`config.mk`:
```
export PLATFORM = sky130hd
export DESIGN_NAME = cmio_contact_mapper
export DESIGN_NICKNAME = d
export VERILOG_FILES = /design/src/cmio_contact_mapper.v /design/src/cmio_contact_filter.v
export VERILOG_INCLUDE_DIRS = /design/src
export SDC_FILE = /design/constraint.sdc
export NUM_CORES = 1
export LEC_CHECK = 0
export BUFFER_PORTS_ARGS = -buffer_cell sky130_fd_sc_hd__buf_4
export CORE_MARGIN = 2
export CORE_UTILIZATION = 59
export DETAILED_ROUTE_END_ITERATION = 6
export GPL_TIMING_DRIVEN = 0
export PLACE_DENSITY = 0.8
export SKIP_LAST_GASP = 1
export SYNTH_ARGS = -nofsm -noshare
export SYNTH_HDL_FRONTEND = slang
export SYNTH_SLANG_ARGS = --single-unit
```
`constraint.sdc`:
```
create_clock -name sys_clk_i -period 7.88 [get_ports sys_clk_i]
set_input_delay 0 -clock sys_clk_i [delete_from_list [all_inputs] [get_ports sys_clk_i]]
set_output_delay 0 -clock sys_clk_i [all_outputs]
set_load 0.05 [all_outputs]
```
`src/cmio_map.vh`:
```
// Constants of the contact function mapper
`ifndef CMIO_MAP_VH
`define CMIO_MAP_VH

// Clock rate and documented times
`define CMIO_CLK_HZ        20000000
`define CMIO_BLANK_S       10
`define CMIO_PULSE_MS      200
`define CMIO_HOLD_S        3
`define CMIO_IDLE_S        7
`define CMIO_BLANK_CYC     (`CMIO_CLK_HZ * `CMIO_BLANK_S)
`define CMIO_PULSE_CYC     ((`CMIO_CLK_HZ / 1000) * `CMIO_PULSE_MS)
`define CMIO_HOLD_CYC      (`CMIO_CLK_HZ * `CMIO_HOLD_S)
`define CMIO_IDLE_CYC      (`CMIO_CLK_HZ * `CMIO_IDLE_S)

// Register word indices, decoded from avs_address_i[4:2]
`define CMIO_REG_CTRL      3'h0
`define CMIO_REG_STATUS    3'h1
`define CMIO_REG_ASSIGN    3'h2
`define CMIO_REG_WORK      3'h3
`define CMIO_REG_PINS      3'h4
`define CMIO_CTRL_RST      1'h0

// Control fields
`define CMIO_CTRL_NC_BIT   0

// Function codes, input side
`define CMIO_IN_NONE       4'h0
`define CMIO_IN_TH_COOL    4'h1
`define CMIO_IN_TH_HEAT    4'h2
`define CMIO_IN_LEVEL      4'h3
`define CMIO_IN_PULSE_RUN  4'h4
`define CMIO_IN_PULSE_STOP 4'h5
`define CMIO_IN_ENFORCE    4'h6
`define CMIO_IN_MODE       4'h7

// Function codes, output side
`define CMIO_OUT_NONE      4'h0
`define CMIO_OUT_RUN       4'h1
`define CMIO_OUT_ALARM     4'h2
`define CMIO_OUT_COOL      4'h3
`define CMIO_OUT_TH_COOL   4'h4
`define CMIO_OUT_HEAT      4'h5
`define CMIO_OUT_TH_HEAT   4'h6
`define CMIO_OUT_HEX       4'h7
`define CMIO_CODE_LAST     4'h7

// Ports and shipment defaults, port 0 in the low nibble
`define CMIO_PORT_LAST     3'h4
`define CMIO_DEF_CODES     20'h62163

`endif

```
`src/cmio_contact_mapper.v`:
```
// Contact input/output function mapper with terminal setting and Avalon-MM
//
// The implementer's own choices: register access over Avalon-MM and the address map.
`timescale 1ns/1ps
`default_nettype none
`include "cmio_map.vh"

module cmio_contact_mapper #(
    parameter [27:0] BLANK_CYC = `CMIO_BLANK_CYC,
    parameter [27:0] PULSE_CYC = `CMIO_PULSE_CYC,
    parameter [27:0] HOLD_CYC  = `CMIO_HOLD_CYC,
    parameter [27:0] IDLE_CYC  = `CMIO_IDLE_CYC
) (
    input  wire        sys_clk_i,
    input  wire        rst_i,
    input  wire [4:0]  avs_address_i,
    input  wire        avs_read_i,
    input  wire        avs_write_i,
    input  wire [31:0] avs_writedata_i,
    input  wire [3:0]  avs_byteenable_i,
    output reg  [31:0] avs_readdata_o,
    output reg         avs_waitrequest_o,
    input  wire [1:0]  input_contact_i,
    input  wire        key_time_up_i,
    input  wire        key_time_dn_i,
    input  wire        key_check_i,
    input  wire        key_temp_i,
    input  wire        key_reset_i,
    input  wire        key_run_i,
    input  wire        key_stop_i,
    input  wire [2:0]  term_fan_i,
    input  wire        term_heat_i,
    input  wire        unit_alarm_i,
    input  wire        unit_thermo_on_i,
    input  wire        unit_hex_run_i,
    output reg  [2:0]  output_auxiliary_relay_o,
    output reg         unit_run_o,
    output reg  [2:0]  fan_speed_o,
    output reg         heat_mode_o,
    output reg         thermo_cool_o,
    output reg         thermo_heat_o,
    output reg         setting_mode_o,
    output reg  [2:0]  sel_port_o,
    output reg  [3:0]  sel_code_o,
    output reg         store_pulse_o,
    output reg  [19:0] store_data_o
);

    localparam [3:0] ST_NORMAL = 4'h1;
    localparam [3:0] ST_MENU   = 4'h2;
    localparam [3:0] ST_UNIT   = 4'h4;
    localparam [3:0] ST_PORT   = 4'h8;

    reg  [3:0]  state_q;
    reg  [19:0] cfg_q;
    reg  [19:0] work_q;
    reg  [6:0]  keys_q;
    reg  [27:0] blank_q;
    reg         blank_done_q;
    reg  [27:0] hold_q;
    reg  [27:0] idle_q;
    reg         menu_item_q;
    reg         ctrl_nc_q;
    reg         mode_src_q;

    wire [6:0]  keys_now;
    wire [6:0]  keys_ed;
    wire        any_key;
    wire        ed_up;
    wire        ed_dn;
    wire        ed_check;
    wire        ed_temp;
    wire        ed_reset;
    wire        ed_run;
    wire        ed_stop;
    wire        idle_hit;

    wire [1:0]  c_level;
    wire [1:0]  c_close;
    wire [1:0]  c_change;
    wire [1:0]  run_ev;
    wire [1:0]  stop_ev;
    wire [1:0]  enf_act;
    wire [1:0]  tc_act;
    wire [1:0]  th_act;
    wire [1:0]  tc_on;
    wire [1:0]  th_on;
    wire [1:0]  md_act;
    wire [1:0]  md_heat;
    wire [1:0]  md_ev;
    wire        enforced;
    wire [2:0]  relay_d;

    assign keys_now = {key_stop_i, key_run_i, key_reset_i, key_temp_i,
                       key_check_i, key_time_dn_i, key_time_up_i};
    assign keys_ed  = keys_now & ~keys_q;
    assign any_key  = |keys_ed;
    assign ed_up    = keys_ed[0];
    assign ed_dn    = keys_ed[1];
    assign ed_check = keys_ed[2];
    assign ed_temp  = keys_ed[3];
    assign ed_reset = keys_ed[4];
    assign ed_run   = keys_ed[5];
    assign ed_stop  = keys_ed[6];
    assign idle_hit = (idle_q >= IDLE_CYC - 28'h0000001);

    // Power-on blanking of the contact inputs
    always @(posedge sys_clk_i or posedge rst_i) begin
        if (rst_i) begin
            blank_q      <= 28'h0000000;
            blank_done_q <= 1'b0;
        end else if (!blank_done_q) begin
            if (blank_q >= BLANK_CYC - 28'h0000001) begin
                blank_done_q <= 1'b1;
            end else begin
                blank_q <= blank_q + 28'h0000001;
            end
        end
    end

    // Per-input qualification and function decode
    genvar gi;
    generate
        for (gi = 0; gi < 2; gi = gi + 1) begin : g_in
            wire [3:0] code;
            assign code = cfg_q[gi*4 +: 4];
            cmio_contact_filter #(
                .MIN_CYC (PULSE_CYC)
            ) u_filt (
                .sys_clk_i (sys_clk_i),
                .rst_i     (rst_i),
                .raw_i     (input_contact_i[gi]),
                .gate_i    (blank_done_q),
                .level_o   (c_level[gi]),
                .close_o   (c_close[gi]),
                .change_o  (c_change[gi])
            );
            assign run_ev[gi]  =
                ((code == `CMIO_IN_LEVEL) & c_change[gi] & c_level[gi]) |
                ((code == `CMIO_IN_PULSE_RUN) & c_close[gi]);
            assign stop_ev[gi] =
                ((code == `CMIO_IN_LEVEL) & c_change[gi] & ~c_level[gi]) |
                ((code == `CMIO_IN_PULSE_STOP) & c_close[gi]);
            assign enf_act[gi] = (code == `CMIO_IN_ENFORCE) & blank_done_q &
                                 (c_level[gi] ^ ctrl_nc_q);
            assign tc_act[gi]  = (code == `CMIO_IN_TH_COOL);
            assign th_act[gi]  = (code == `CMIO_IN_TH_HEAT);
            assign tc_on[gi]   = tc_act[gi] & c_level[gi];
            assign th_on[gi]   = th_act[gi] & c_level[gi];
            assign md_act[gi]  = (code == `CMIO_IN_MODE);
            assign md_heat[gi] = md_act[gi] & c_level[gi];
            assign md_ev[gi]   = md_act[gi] & c_change[gi];
        end
    endgenerate

    assign enforced = |enf_act;

    // Relay drive per output port
    genvar go;
    generate
        for (go = 0; go < 3; go = go + 1) begin : g_out
            wire [3:0] code;
            reg        drv;
            assign code = cfg_q[(go+2)*4 +: 4];
            always @* begin
                drv = 1'b0;
                case (code)
                    `CMIO_OUT_RUN:     drv = unit_run_o;
                    `CMIO_OUT_ALARM:   drv = unit_alarm_i;
                    `CMIO_OUT_COOL:    drv = unit_run_o & ~heat_mode_o;
                    `CMIO_OUT_TH_COOL: drv = unit_run_o & ~heat_mode_o &
                                             unit_thermo_on_i;
                    `CMIO_OUT_HEAT:    drv = unit_run_o & heat_mode_o;
                    `CMIO_OUT_TH_HEAT: drv = unit_run_o & heat_mode_o &
                                             unit_thermo_on_i;
                    `CMIO_OUT_HEX:     drv = unit_hex_run_i;
                    default:           drv = 1'b0;
                endcase
            end
            assign relay_d[go] = drv;
        end
    endgenerate

    // Run state, fan speed, mode and thermostat requests
    always @(posedge sys_clk_i or posedge rst_i) begin
        if (rst_i) begin
            unit_run_o               <= 1'b0;
            fan_speed_o              <= 3'h0;
            heat_mode_o              <= 1'b0;
            mode_src_q               <= 1'b0;
            thermo_cool_o            <= 1'b1;
            thermo_heat_o            <= 1'b1;
            output_auxiliary_relay_o <= 3'h0;
        end else begin
            output_auxiliary_relay_o <= relay_d;
            if (enforced) begin
                unit_run_o <= 1'b0;
            end else if (ed_stop | (|stop_ev)) begin
                unit_run_o <= 1'b0;
            end else if (|run_ev) begin
                unit_run_o  <= 1'b1;
                fan_speed_o <= term_fan_i;
            end else if (ed_run) begin
                unit_run_o  <= 1'b1;
                fan_speed_o <= term_fan_i;
            end
            if (|md_ev) begin
                mode_src_q <= 1'b1;
            end else if (term_heat_i != heat_mode_o && !mode_src_q) begin
                mode_src_q <= 1'b0;
            end
            if (|md_ev) begin
                heat_mode_o <= |md_heat;
            end else if (!(|md_act) || !mode_src_q) begin
                heat_mode_o <= term_heat_i;
            end
            thermo_cool_o <= (|tc_act) ? (|tc_on) : 1'b1;
            thermo_heat_o <= (|th_act) ? (|th_on) : 1'b1;
        end
    end

    // Terminal setting sequence
    always @(posedge sys_clk_i or posedge rst_i) begin
        if (rst_i) begin
            state_q       <= ST_NORMAL;
            cfg_q         <= `CMIO_DEF_CODES;
            work_q        <= `CMIO_DEF_CODES;
            keys_q        <= 7'h00;
            hold_q        <= 28'h0000000;
            idle_q        <= 28'h0000000;
            menu_item_q   <= 1'b0;
            sel_port_o    <= 3'h0;
            store_pulse_o <= 1'b0;
            store_data_o  <= `CMIO_DEF_CODES;
        end else begin
            keys_q        <= keys_now;
            store_pulse_o <= 1'b0;
            if (any_key || state_q == ST_NORMAL) begin
                idle_q <= 28'h0000000;
            end else if (!idle_hit) begin
                idle_q <= idle_q + 28'h0000001;
            end
            case (state_q)
                ST_NORMAL: begin
                    if (key_check_i && key_reset_i && !unit_run_o) begin
                        if (hold_q >= HOLD_CYC - 28'h0000001) begin
                            state_q     <= ST_MENU;
                            menu_item_q <= 1'b0;
                            hold_q      <= 28'h0000000;
                        end else begin
                            hold_q <= hold_q + 28'h0000001;
                        end
                    end else begin
                        hold_q <= 28'h0000000;
                    end
                end
                ST_MENU: begin
                    if (ed_temp) begin
                        menu_item_q <= ~menu_item_q;
                    end else if ((ed_check || idle_hit) && !key_reset_i) begin
                        if (menu_item_q) begin
                            state_q <= ST_UNIT;
                            work_q  <= cfg_q;
                        end else begin
                            state_q <= ST_NORMAL;
                        end
                    end else if (ed_reset) begin
                        state_q <= ST_NORMAL;
                    end
                end
                ST_UNIT: begin
                    if (ed_check || idle_hit) begin
                        state_q    <= ST_PORT;
                        sel_port_o <= 3'h0;
                    end else if (ed_reset) begin
                        state_q <= ST_NORMAL;
                    end
                end
                ST_PORT: begin
                    if (ed_reset) begin
                        cfg_q         <= work_q;
                        store_data_o  <= work_q;
                        store_pulse_o <= 1'b1;
                        state_q       <= ST_NORMAL;
                    end else if (ed_temp) begin
                        state_q <= ST_UNIT;
                    end else if (ed_up) begin
                        sel_port_o <= (sel_port_o == `CMIO_PORT_LAST) ?
                                      3'h0 : sel_port_o + 3'h1;
                    end else if (ed_dn) begin
                        sel_port_o <= (sel_port_o == 3'h0) ?
                                      `CMIO_PORT_LAST : sel_port_o - 3'h1;
                    end else if (ed_check) begin
                        work_q[sel_port_o*4 +: 4] <=
                            (work_q[sel_port_o*4 +: 4] == `CMIO_CODE_LAST) ?
                            4'h0 : work_q[sel_port_o*4 +: 4] + 4'h1;
                    end
                end
                default: begin
                    state_q <= ST_NORMAL;
                end
            endcase
        end
    end

    // Display of setting state
    always @(posedge sys_clk_i or posedge rst_i) begin
        if (rst_i) begin
            setting_mode_o <= 1'b0;
            sel_code_o     <= 4'h0;
        end else begin
            setting_mode_o <= (state_q == ST_PORT);
            sel_code_o     <= work_q[sel_port_o*4 +: 4];
        end
    end

    // Avalon-MM slave, one wait state per access
    wire [2:0] reg_idx;
    wire       acc;
    assign reg_idx = avs_address_i[4:2];
    assign acc     = avs_read_i | avs_write_i;

    always @(posedge sys_clk_i or posedge rst_i) begin
        if (rst_i) begin
            avs_waitrequest_o <= 1'b1;
            avs_readdata_o    <= 32'h00000000;
            ctrl_nc_q         <= `CMIO_CTRL_RST;
        end else begin
            if (acc && avs_waitrequest_o) begin
                avs_waitrequest_o <= 1'b0;
                case (reg_idx)
                    `CMIO_REG_CTRL:
                        avs_readdata_o <= {31'h00000000, ctrl_nc_q};
                    `CMIO_REG_STATUS:
                        avs_readdata_o <= {24'h000000, state_q,
                                           blank_done_q, enforced,
                                           heat_mode_o, unit_run_o};
                    `CMIO_REG_ASSIGN:
                        avs_readdata_o <= {12'h000, cfg_q};
                    `CMIO_REG_WORK:
                        avs_readdata_o <= {12'h000, work_q};
                    `CMIO_REG_PINS:
                        avs_readdata_o <= {24'h000000, fan_speed_o,
                                           output_auxiliary_relay_o,
                                           c_level};
                    default:
                        avs_readdata_o <= 32'h00000000;
                endcase
            end else begin
                avs_waitrequest_o <= 1'b1;
            end
            if (avs_write_i && !avs_waitrequest_o &&
                reg_idx == `CMIO_REG_CTRL && avs_byteenable_i[0]) begin
                ctrl_nc_q <= avs_writedata_i[`CMIO_CTRL_NC_BIT];
            end
        end
    end

endmodule // cmio_contact_mapper
`default_nettype wire

```
`src/cmio_contact_filter.v`:
```
// Contact qualifier: minimum-width filter with closing and change events
`timescale 1ns/1ps
`default_nettype none
`include "cmio_map.vh"

module cmio_contact_filter #(
    parameter [27:0] MIN_CYC = `CMIO_PULSE_CYC
) (
    input  wire        sys_clk_i,
    input  wire        rst_i,
    input  wire        raw_i,
    input  wire        gate_i,
    output reg         level_o,
    output reg         close_o,
    output reg         change_o
);

    reg [27:0] cnt_q;

    always @(posedge sys_clk_i or posedge rst_i) begin
        if (rst_i) begin
            cnt_q    <= 28'h0000000;
            level_o  <= 1'b0;
            close_o  <= 1'b0;
            change_o <= 1'b0;
        end else begin
            close_o  <= 1'b0;
            change_o <= 1'b0;
            if (!gate_i) begin
                cnt_q   <= 28'h0000000;
                level_o <= 1'b0;
            end else if (raw_i == level_o) begin
                cnt_q <= 28'h0000000;
            end else if (cnt_q >= MIN_CYC - 28'h0000001) begin
                // Accept new level once held long enough
                cnt_q    <= 28'h0000000;
                level_o  <= raw_i;
                change_o <= 1'b1;
                close_o  <= raw_i;
            end else begin
                cnt_q <= cnt_q + 28'h0000001;
            end
        end
    end

endmodule // cmio_contact_filter
`default_nettype wire

```
==> key figures, run 1 <==
Synthesis
  • Post-synth top area share: 0.448
  • Cells after Synth: 1249
  • Syn. warnings: 0
  • Number of synthesized flops with an enable pin: 0
  • Mean post-synth cell area: 9.88 um2
  • Count leader, synth: dfrtp_1
  • Post-synth ARST share: 1.00
  • Register area share after synthesis: 0.491
  • Most frequent cells after synthesis: dfrtp_1, nor2_1, nand2_1
  • Cell Area, Synth: 0.0123 mm2
  • Dominant cell type by area after synthesis: dfrtp_1
  • Most used DFF post-synth: dfrtp_1
  • Synth cell types: 84
  • Synth Register Bits: 241
  • Largest cells by area after synthesis: dfrtp_1, xnor2_1, dfstp_2

STA
  • RSZ-0062 raised after global routing: no
  • FMAX: 0.271 GHz
  • Max-slew violations: 0
  • Final Worst Setup Slack: 4190 ps
  • Final Hold Vio Count: 0
  • Clock skew: 19.5 ps
  • Fin crit share: 0.468
  • Final min period: 3690 ps
  • Slew @ Worst Pin: 757 ps
  • Setup TNS: 0 ps
  • Slew margin rel.: 0.495
  • Final setup vio count: 0

Pwr
  • Clock power share: 0.478
  • Switching portion of total power: 0.223
  • Total power draw: 2730 uW
  • Peak VDD IR: 0.209 mV
  • Sw Pwr: 609 uW
  • Static Leak: 0.00633 uW
  • Comb pwr share: 0.060
  • Pwr per Cell Area: 187 mW/mm2
  • Internal power: 2120 uW
  • Flop pwr share: 0.462

Run status
  • Outcome: finished clean

Worst setup path
  • WP data arrival: 4090 ps
  • CP endpoint kind: register
  • Worst R2R Path Depth: 11
  • Crit path max fanout: 10
  • WP data required: 8280 ps
  • Worst Setup Start Kind: register
  • Crit path kind: reg2reg

GRT
  • Pin count of the biggest net entering global routing: 92
  • Global-route wire length before repair: 50000 um
  • Initial antenna violation count: 0
  • GR Overflow Total: 0
  • Gr usage total: 0.275
  • Number of global-route vias before repair: 9797

Place
  • GP Congestion: 0.948
  • Pre-CTS setup slack: 4390 ps
  • IO Port Bufs: 84
  • Dpl hpwl: 20400 um
  • DP Cell Count: 1628

Floorplanning
  • Chip height: 149 um
  • Die Width: 149 um
  • Core Region: 0.0204 mm2
  • DIE AREA: 0.0221 mm2
  • # IOs: 133
  • Starting density of the core: 0.606
  • Std-Cell Rows: 52

Min path
  • Cell depth of the worst hold path: 3
  • Worst Hold Class: in2reg

Job
  • MaxCap Viol Count: 0

Route
  • DR vias: 10100
  • Vias per Instance: 5.95
  • Drt first pass iters: 5
  • Routed len/inst: 17.5 um
  • Antenna Nets Post-Route: 0
  • # DRC: 0
  • DRT iter0 DRCs: 800
  • Final WL: 29700 um

CTS
  • Clock sink total: 241
  • TritonCTS clock tree: yes
  • CTS buffer count: 26
  • CTS Root Cell: clkbuf_16
  • Htree depth: 1
  • Gates resized, CTS repair: 0
  • Worst-path clk slew: 50 ps
  • Longest Clk Path Bufs: 3
  • Clock Latency Late Sink: 530 ps

Layout
  • Final #Nets: 1479
  • Multi-input gate area in the final layout: 0.00588 mm2
  • Fin util: 0.717
  • Area Growth Syn to Fin: 18.4%
  • Layout fillers: 1510
  • Non-filler instance count after layout: 1696
  • FF+latch area: 0.00606 mm2
  • Share of cells above drive strength 1: 0.156
  • Number of antenna diodes: 0
==> cell families (layout without fill, tap and decap cells) <==
kind of cell    Yosys count  after routing  share of synthesized area
other cells               1             24                   0.000304
mux                      64             64                     0.0545
buf+inv                 112            266                     0.0395
xor+xnor                 98             98                     0.0696
flops                   241            241                      0.491
simple gates            505            505                      0.208
fa+ha+maj                10             10                     0.0101
compound gates          218            218                      0.127
==> cell type report <==
cell class | instances | share of cell area
Inverter | 41 | 0.0111
Multi-Input combinational cell | 919 | 0.403
Sequential cell | 241 | 0.415
Clock inverter | 9 | 0.00994
Tap cell | 270 | 0.0231
Clock buffer | 37 | 0.0536
Buffer | 71 | 0.0229
Timing Repair Buffer | 108 | 0.0620
==> stage by stage <==
stage	hold slack, ps	instance area, um2
after floorplan	31.4	12400
after global placement	118	13400
after detailed placement	77.9	13500
after CTS	11.7	14600
after global routing	108	14600
final	29.4	14600
==> state kept, by name, indices dropped and copies added (netlist names), 2 cells and up <==
name	flops
cfg_q	20
fan_speed_o	3
g_in.u_filt.level_o	2
g_in.u_filt.change_o	2
keys_q	7
output_auxiliary_relay_o	3
sel_code_o	4
idle_q	28
avs_readdata_o	20
g_in.u_filt.cnt_q	56
work_q	20
blank_q	28
state_q	4
hold_q	28
g_in.u_filt.close_o	2
sel_port_o	3
==> final timing paths <==
check	slack, ps	endpoint	startpoint
min in group asynchronous	70	fan_speed_o[2]	rst_i
max reg2reg	4190	work_q[9]	sel_port_o[0]
min reg2reg	460	g_in[1].u_filt.cnt_q[0]	g_in[1].u_filt.cnt_q[0]
max	4190	work_q[9]	sel_port_o[0]
min	30	avs_readdata_o[7]	avs_read_i
max in group asynchronous	6970	cfg_q[17]	rst_i
==> worst max-delay path, cell delays in order (launching register included) <==
cell and delay, ps:
dfrtp_1 370, clkbuf_1 480, clkbuf_1 410, inv_1 90, ha_1 260, ha_1 330
nor2b_1 220, nor3b_1 620, nand2_1 190, a21oi_1 250, a21oi_1 140, o22a_1 220
==> metal layers <==
| metal | track usage | up-vias | wire length, um |
|---|---|---|---|
| met5 | 0 | - | 0 |
| met4 | 0.0733 | 0 | 682 |
| met3 | 0.0377 | 58 | 1980 |
| met2 | 0.435 | 351 | 13800 |
| met1 | 0.404 | 4928 | 13200 |
| li1 | - | 4752 | - |
==> layout by cell type, fill, tap and decap left out, types with 13 or more instances in the layout <==
| master | count |
|---|---|
| mux2i_1 | 39 |
| mux2_2 | 25 |
| o21ai_0 | 44 |
| nand2b_1 | 13 |
| nor2_1 | 134 |
| xor2_1 | 35 |
| nor3_1 | 30 |
| nand3_1 | 68 |
| a21oi_1 | 34 |
| buf_4 | 96 |
| nand4_1 | 40 |
| xnor2_1 | 63 |
| dlygate4sd3_1 | 22 |
| nor2b_1 | 13 |
| and3_1 | 32 |
| a22o_1 | 13 |
| nand2_1 | 103 |
| dfstp_2 | 20 |
| inv_1 | 39 |
| conb_1 | 24 |
| nor4_1 | 18 |
| dfrtp_1 | 221 |
| clkbuf_16 | 27 |
| clkbuf_1 | 42 |
| o22ai_1 | 18 |
==> what timing repair did <==
item	in CTS	in global routing
endpoints found under the hold margin	106	0
buffers inserted	0	0
endpoints found under the setup margin	0	0
hold buffers	22	0
==> power groups by stage <==
stage / sequential [uW] / combinational [uW] / clock (uW)
2_1_floorplan: 1300 / 81.1 / 0
3_5_place_dp: 1280 / 154 / 0
3_3_place_gp: 1280 / 147 / 0
4_1_cts: 1260 / 164 / 1330
5_1_grt: 1260 / 178 / 1380
6_report: 1260 / 164 / 1310
No activity file was read; power rests on OpenSTA's default activity.
==> run 2, diff against run 1 <==
- clock period: 7.88 -> 3.4 ns (I/O delays scaled with it)
==> run 2 against run 1 <==
Against the previous run: power grew 130%; register-to-register slack worse by 3900 ps; clock power up 120%; sequential cell count stayed put; non-clock buffer count increased by 6; worst setup slack worse by 3900 ps; fmax increased by 17%; critical path depth is the same; hold slack improved by 14 ps; largest power group unchanged; highest routed layer unchanged.
==> key figures, run 2 (synthesis gave the netlist of run 1 again) <==
CTS
  • CTS Root Cell: clkbuf_16
  • TritonCTS clock tree: yes
  • Clock sink total: 241
  • Htree depth: 1
  • Clock Latency Late Sink: 530 ps
  • Worst-path clk slew: 60 ps
  • CTS buffer count: 26
  • Longest Clk Path Bufs: 3

GRT
  • Gr usage total: 0.269
  • Initial antenna violation count: 0
  • Pin count of the biggest net entering global routing: 45
  • Number of global-route vias before repair: 9887
  • Global-route wire length before repair: 48700 um
  • GR Overflow Total: 0

Pwr
  • Peak VDD IR: 0.520 mV
  • Static Leak: 0.00633 uW
  • Pwr per Cell Area: 427 mW/mm2
  • Total power draw: 6260 uW

Layout
  • Reg with most FFs: g_in.u_filt.cnt_q
  • Final #Nets: 1485
  • Commonest non-fill, non-tap cell in the layout: dfrtp_1
  • Area Growth Syn to Fin: 18.9%
  • Design Area, Final: 0.0147 mm2
  • Non-filler instance count after layout: 1704
  • Max reg flops: 56
  • Layout fillers: 1484
  • Most frequent cells in the layout: dfrtp_1, nor2_1, nand2_1, buf_4, nand3_1
  • Multi-input gate area in the final layout: 0.00589 mm2
  • Share of cells above drive strength 1: 0.160
  • FF+latch area: 0.00606 mm2
  • Number of antenna diodes: 0

Floorplanning
  • Chip height: 149 um
  • DIE AREA: 0.0221 mm2
  • Starting density of the core: 0.606
  • Std-Cell Rows: 52
  • Die Width: 149 um
  • Core Region: 0.0204 mm2
  • # IOs: 133

STA
  • RSZ-0062 raised after global routing: no
  • Clock skew: 14.9 ps
  • Final setup vio count: 0
  • Slew margin rel.: 0.449
  • Fin crit share: 0.926
  • Final min period: 3150 ps
  • Max-slew violations: 0
  • Final Worst Setup Slack: 253 ps
  • FMAX: 0.318 GHz
  • Worst hold margin: 43.2 ps
  • Slew @ Worst Pin: 824 ps
  • Final Hold Vio Count: 0

Worst setup path
  • Worst R2R Path Depth: 11
  • Reg2Reg Setup Slack: 250 ps
  • Worst Setup Start Kind: register
  • WP data required: 3820 ps
  • R2R Path End: work_q[9]
  • WP data arrival: 3570 ps
  • Crit path kind: reg2reg
  • CP endpoint kind: register
  • Crit path max fanout: 10
  • Critical R2R Launch: sel_port_o[0]

Place
  • Dpl hpwl: 20700 um
  • DP Area: 0.0135 mm2
  • IO Port Bufs: 84
  • GP Congestion: 0.938
  • Pre-CTS setup slack: -16.2 ps
  • DP Cell Count: 1632

Route
  • Routed len/inst: 17.2 um
  • DR vias: 10100
  • Vias per Instance: 5.94
  • Antenna Nets Post-Route: 0
  • # DRC: 0
  • Final WL: 29300 um
  • Drt first pass iters: 5
  • DRT iter0 DRCs: 665

Min path
  • Cell depth of the worst hold path: 3
  • Hold endpoint: avs_readdata_o[7]
  • Start point of the worst hold path: avs_read_i
  • Worst Hold Class: in2reg

Run status
  • Outcome: finished clean

Job
  • MaxCap Viol Count: 0
-- run 2: changes by cell type in the layout (fill, tap and decap cells not counted), sizes merged --
cell,delta
clkinvlp,+7
clkbuf,-1
buf,+4
dlygate4sd3,+2
bufinv,-1
clkinv,-3
-- run 2: metal layers --
layer,global-route usage,wire length [um]
met1,0.377,13000
met2,0.437,13700
met3,0.0426,1940
met4,0.0795,679
met5,0,0
-- run 2: worst max-delay path, stage by stage (launching register included) --
cell	delay, ps
dfrtp_1	370
clkbuf_2	290
clkbuf_1	380
inv_1	100
ha_1	260
ha_1	330
nor2b_1	220
nor3b_2	400
nand2_1	130
a21oi_1	250
a21oi_1	110
o22a_1	190
-- run 2: how the worst max path moves through the flow --
stage	from	slack (ps)	endpoint	cells past startpoint
finish	sel_port_o[0]	250	work_q[9]	11
global route	sel_port_o[0]	140	work_q[16]	11
CTS	sel_port_o[0]	130	work_q[9]	11
detailed placement	sel_port_o[0]	-20	work_q[9]	11
global placement	rst_i	-1100	hold_q[16]	2
floorplan	rst_i	250	avs_readdata_o[0]	1
-- run 2: area by class of cell --
cell class                 count  share of cell area
timing repair buffer         114              0.0675
buffer                        71              0.0229
clock buffer                  36              0.0511
multi-input combinational    919               0.401
tap                          270              0.0230
inverter                      41              0.0107
sequential                   241               0.413
clock inverter                12              0.0107
-- run 2: power by group --
part	leakage, uW	switching (uW)	internal (uW)
logic	0.00270	255	134
registers	0.00321	25.7	2900
clock network	0.000423	1170	1780
total	0.00633	1450	4810
-- run 2: repair_timing --
| action | 4_1_cts | 5_1_grt |
|---|---|---|
| buffers inserted | 0 | 0 |
| endpoints found under the hold margin | 63 | 0 |
| gates resized for setup | 1 | 2 |
| hold buffers | 24 | 0 |
| endpoints found under the setup margin | 3 | 3 |
-- run 2: metrics by stage --
stage / setup TNS (ps) / utilization
final: 0 / 0.720
after global routing: 0 / 0.720
after CTS: 0 / 0.720
after detailed placement: -16.2 / 0.664
after global placement: -237350 / 0.658
after floorplan: 0 / -
==> run 3, diff against run 2 <==
- CELL_PAD_IN_SITES_DETAIL_PLACEMENT: unset -> 1
- CELL_PAD_IN_SITES_GLOBAL_PLACEMENT: unset -> 2
- CORE_UTILIZATION: 59 -> 38
- PLACE_DENSITY: 0.8 -> unset
- PLACE_DENSITY_LB_ADDON: unset -> 0.1
- SYNTH_HIERARCHICAL: unset -> 1
==> run 3 against run 2 <==
Against the previous run: sequential share of layout area shrank 1.1 points; largest cell class unchanged; sequential cell count did not move; non-clock buffer count is 5 lower.
==> key figures, run 3 <==
Route
  • Antenna Nets Post-Route: 0
  • # DRC: 0
  • Vias per Instance: 5.46
  • Final WL: 36200 um
  • DR vias: 10300
  • Routed len/inst: 19.2 um
  • DRT iter0 DRCs: 451
  • Drt first pass iters: 5

Synthesis
  • Post-synth ARST share: 1.00
  • Count leader, synth: dfrtp_1
  • Syn. warnings: 6
  • Cells after Synth: 1263
  • Largest cells by area after synthesis: dfrtp_1, dfstp_2, nand2_1
  • Post-synth top area share: 0.444
  • Cell Area, Synth: 0.0125 mm2
  • Most frequent cells after synthesis: dfrtp_1, nand2_1, o21ai_0
  • Register area share after synthesis: 0.486
  • Dominant cell type by area after synthesis: dfrtp_1
  • Most used DFF post-synth: dfrtp_1
  • Synth cell types: 79
  • Number of synthesized flops with an enable pin: 0
  • Synth Register Bits: 241
  • Mean post-synth cell area: 9.87 um2

STA
  • Final min period: 3000 ps
  • Final Hold Vio Count: 0
  • Slew @ Worst Pin: 1170 ps
  • RSZ-0062 raised after global routing: no
  • FMAX: 0.334 GHz
  • Worst hold margin: 85.3 ps
  • Clock skew: 11.9 ps
  • Max-slew violations: 0
  • Slew margin rel.: 0.216
  • Setup TNS: 0 ps
  • Final setup vio count: 0
  • Fin crit share: 0.881
  • Final Worst Setup Slack: 404 ps

Place
  • DP Cell Count: 1814
  • DP Area: 0.0138 mm2
  • Pre-CTS setup slack: 457 ps
  • IO Port Bufs: 83
  • GP Congestion: 0.797
  • Dpl hpwl: 26500 um

Floorplanning
  • Die Width: 185 um
  • Starting density of the core: 0.384
  • DIE AREA: 0.0343 mm2
  • Core Region: 0.0325 mm2
  • Std-Cell Rows: 66
  • # IOs: 133
  • Chip height: 185 um

Job
  • MaxCap Viol Count: 0

GRT
  • GR Overflow Total: 0
  • Number of global-route vias before repair: 10700
  • Global-route wire length before repair: 59000 um
  • Gr usage total: 0.216
  • Pin count of the biggest net entering global routing: 40
  • Initial antenna violation count: 0

Pwr
  • Peak VDD IR: 0.396 mV
  • Static Leak: 0.00625 uW
  • Pwr per Cell Area: 446 mW/mm2

CTS
  • Longest Clk Path Bufs: 3
  • Clock sink total: 241
  • Cts hold-fix bufs: 24
  • Worst-path clk slew: 60 ps
  • CTS Root Cell: clkbuf_16
  • Htree depth: 1
  • Gates resized, CTS repair: 0
  • CTS buffer count: 29
  • Setup Buffers After CTS: 0
  • TritonCTS clock tree: yes
  • Clock Latency Late Sink: 540 ps

Layout
  • Reg with most FFs: g_in.u_filt/cnt_q
  • Design Area, Final: 0.0151 mm2
  • Final #Nets: 1498
  • Area Growth Syn to Fin: 20.9%
  • Non-filler instance count after layout: 1891
  • Commonest non-fill, non-tap cell in the layout: dfrtp_1
  • Most frequent cells in the layout: dfrtp_1, nand2_1, buf_4, o21ai_0, nor2_1
  • Max reg flops: 56
  • Share of cells above drive strength 1: 0.159
  • Number of antenna diodes: 0

Run status
  • Outcome: finished clean

Min path
  • Cell depth of the worst hold path: 5
  • Worst Hold Class: in2reg

Worst setup path
  • WP data arrival: 3480 ps
  • Worst Setup Start Kind: register
  • Crit path max fanout: 10
  • WP data required: 3880 ps
  • Crit path kind: reg2reg
  • CP endpoint kind: register
  • Worst R2R Path Depth: 7
==> run 3: cell types whose count changed in the layout (fill, tap and decap cells not counted), moves of 13 or more <==
cell      delta
nor3_1      +13
xnor2_1     -17
a211oi_1    +18
o21ai_0     +19
or4_1       +15
or3_1       +14
o31ai_1     +15
nor2_1      -74
==> run 3: path summary, 6_finish.rpt <==
kind                                          endpoint  slack (ps)    startpoint
min in group asynchronous      g_in[0].u_filt/change_o         160         rst_i
max reg2reg                output_auxiliary_relay_o[2]         400    unit_run_o
max in group asynchronous                    work_q[8]        1920         rst_i
min reg2reg                                 mode_src_q         480    mode_src_q
min                        output_auxiliary_relay_o[1]          90  unit_alarm_i
max                        output_auxiliary_relay_o[2]         400    unit_run_o
==> run 3: cells by family (layout without fill, tap and decap cells) <==
group,after synthesis,after routing,synth area share
adder cells (fa/ha/maj),10,10,0.0100
AND/OR/NAND/NOR,488,488,0.209
flip-flops,241,241,0.486
buffers and inverters,113,278,0.0414
other,3,24,0.000903
AO/OA/AOI/OAI,278,278,0.151
XOR/XNOR,72,72,0.0506
multiplexers,58,58,0.0504
==> run 3: critical path: stages (launching register included) <==
cell	delay, ps
dfrtp_1	420
clkbuf_1	580
nand3_1	220
o21ai_0	220
dlygate4sd3_1	590
nand2_1	60
a311oi_1	260
dlygate4sd3_1	580
==> run 3: metrics by stage <==
stage                util  power (uW)
finish              0.465        6720
global route        0.465        6980
CTS                 0.465        6830
detailed placement  0.426        3490
global placement    0.423        3470
floorplan               -        3300
==> run 3: layer usage <==
| metal | global-route usage | wire length, um | vias to the layer above |
|---|---|---|---|
| met5 | 0 | 0 | - |
| met4 | 0.0397 | 605 | 0 |
| met3 | 0.0238 | 1130 | 37 |
| met2 | 0.374 | 17600 | 135 |
| met1 | 0.296 | 16900 | 5228 |
| li1 | - | - | 4928 |
==> run 3: final cells by class <==
type / instances / area, um2
multi-input cells: 930 / 5970
well taps: 442 / 553
fillers: 3645 / 17400
flip-flops and latches: 241 / 6060
clock inverters: 11 / 158
inverters: 45 / 178
repair buffers: 112 / 963
clock buffers: 42 / 855
plain buffers: 68 / 342
==> run 3: power breakdown <==
| group | leakage, uW | internal, uW | switching, uW | total, uW |
|---|---|---|---|---|
| combinational | 0.00255 | 161 | 335 | 496 |
| clock | 0.000501 | 2030 | 1230 | 3260 |
| sequential | 0.00320 | 2920 | 47.1 | 2960 |
| total | 0.00625 | 5110 | 1610 | 6720 |
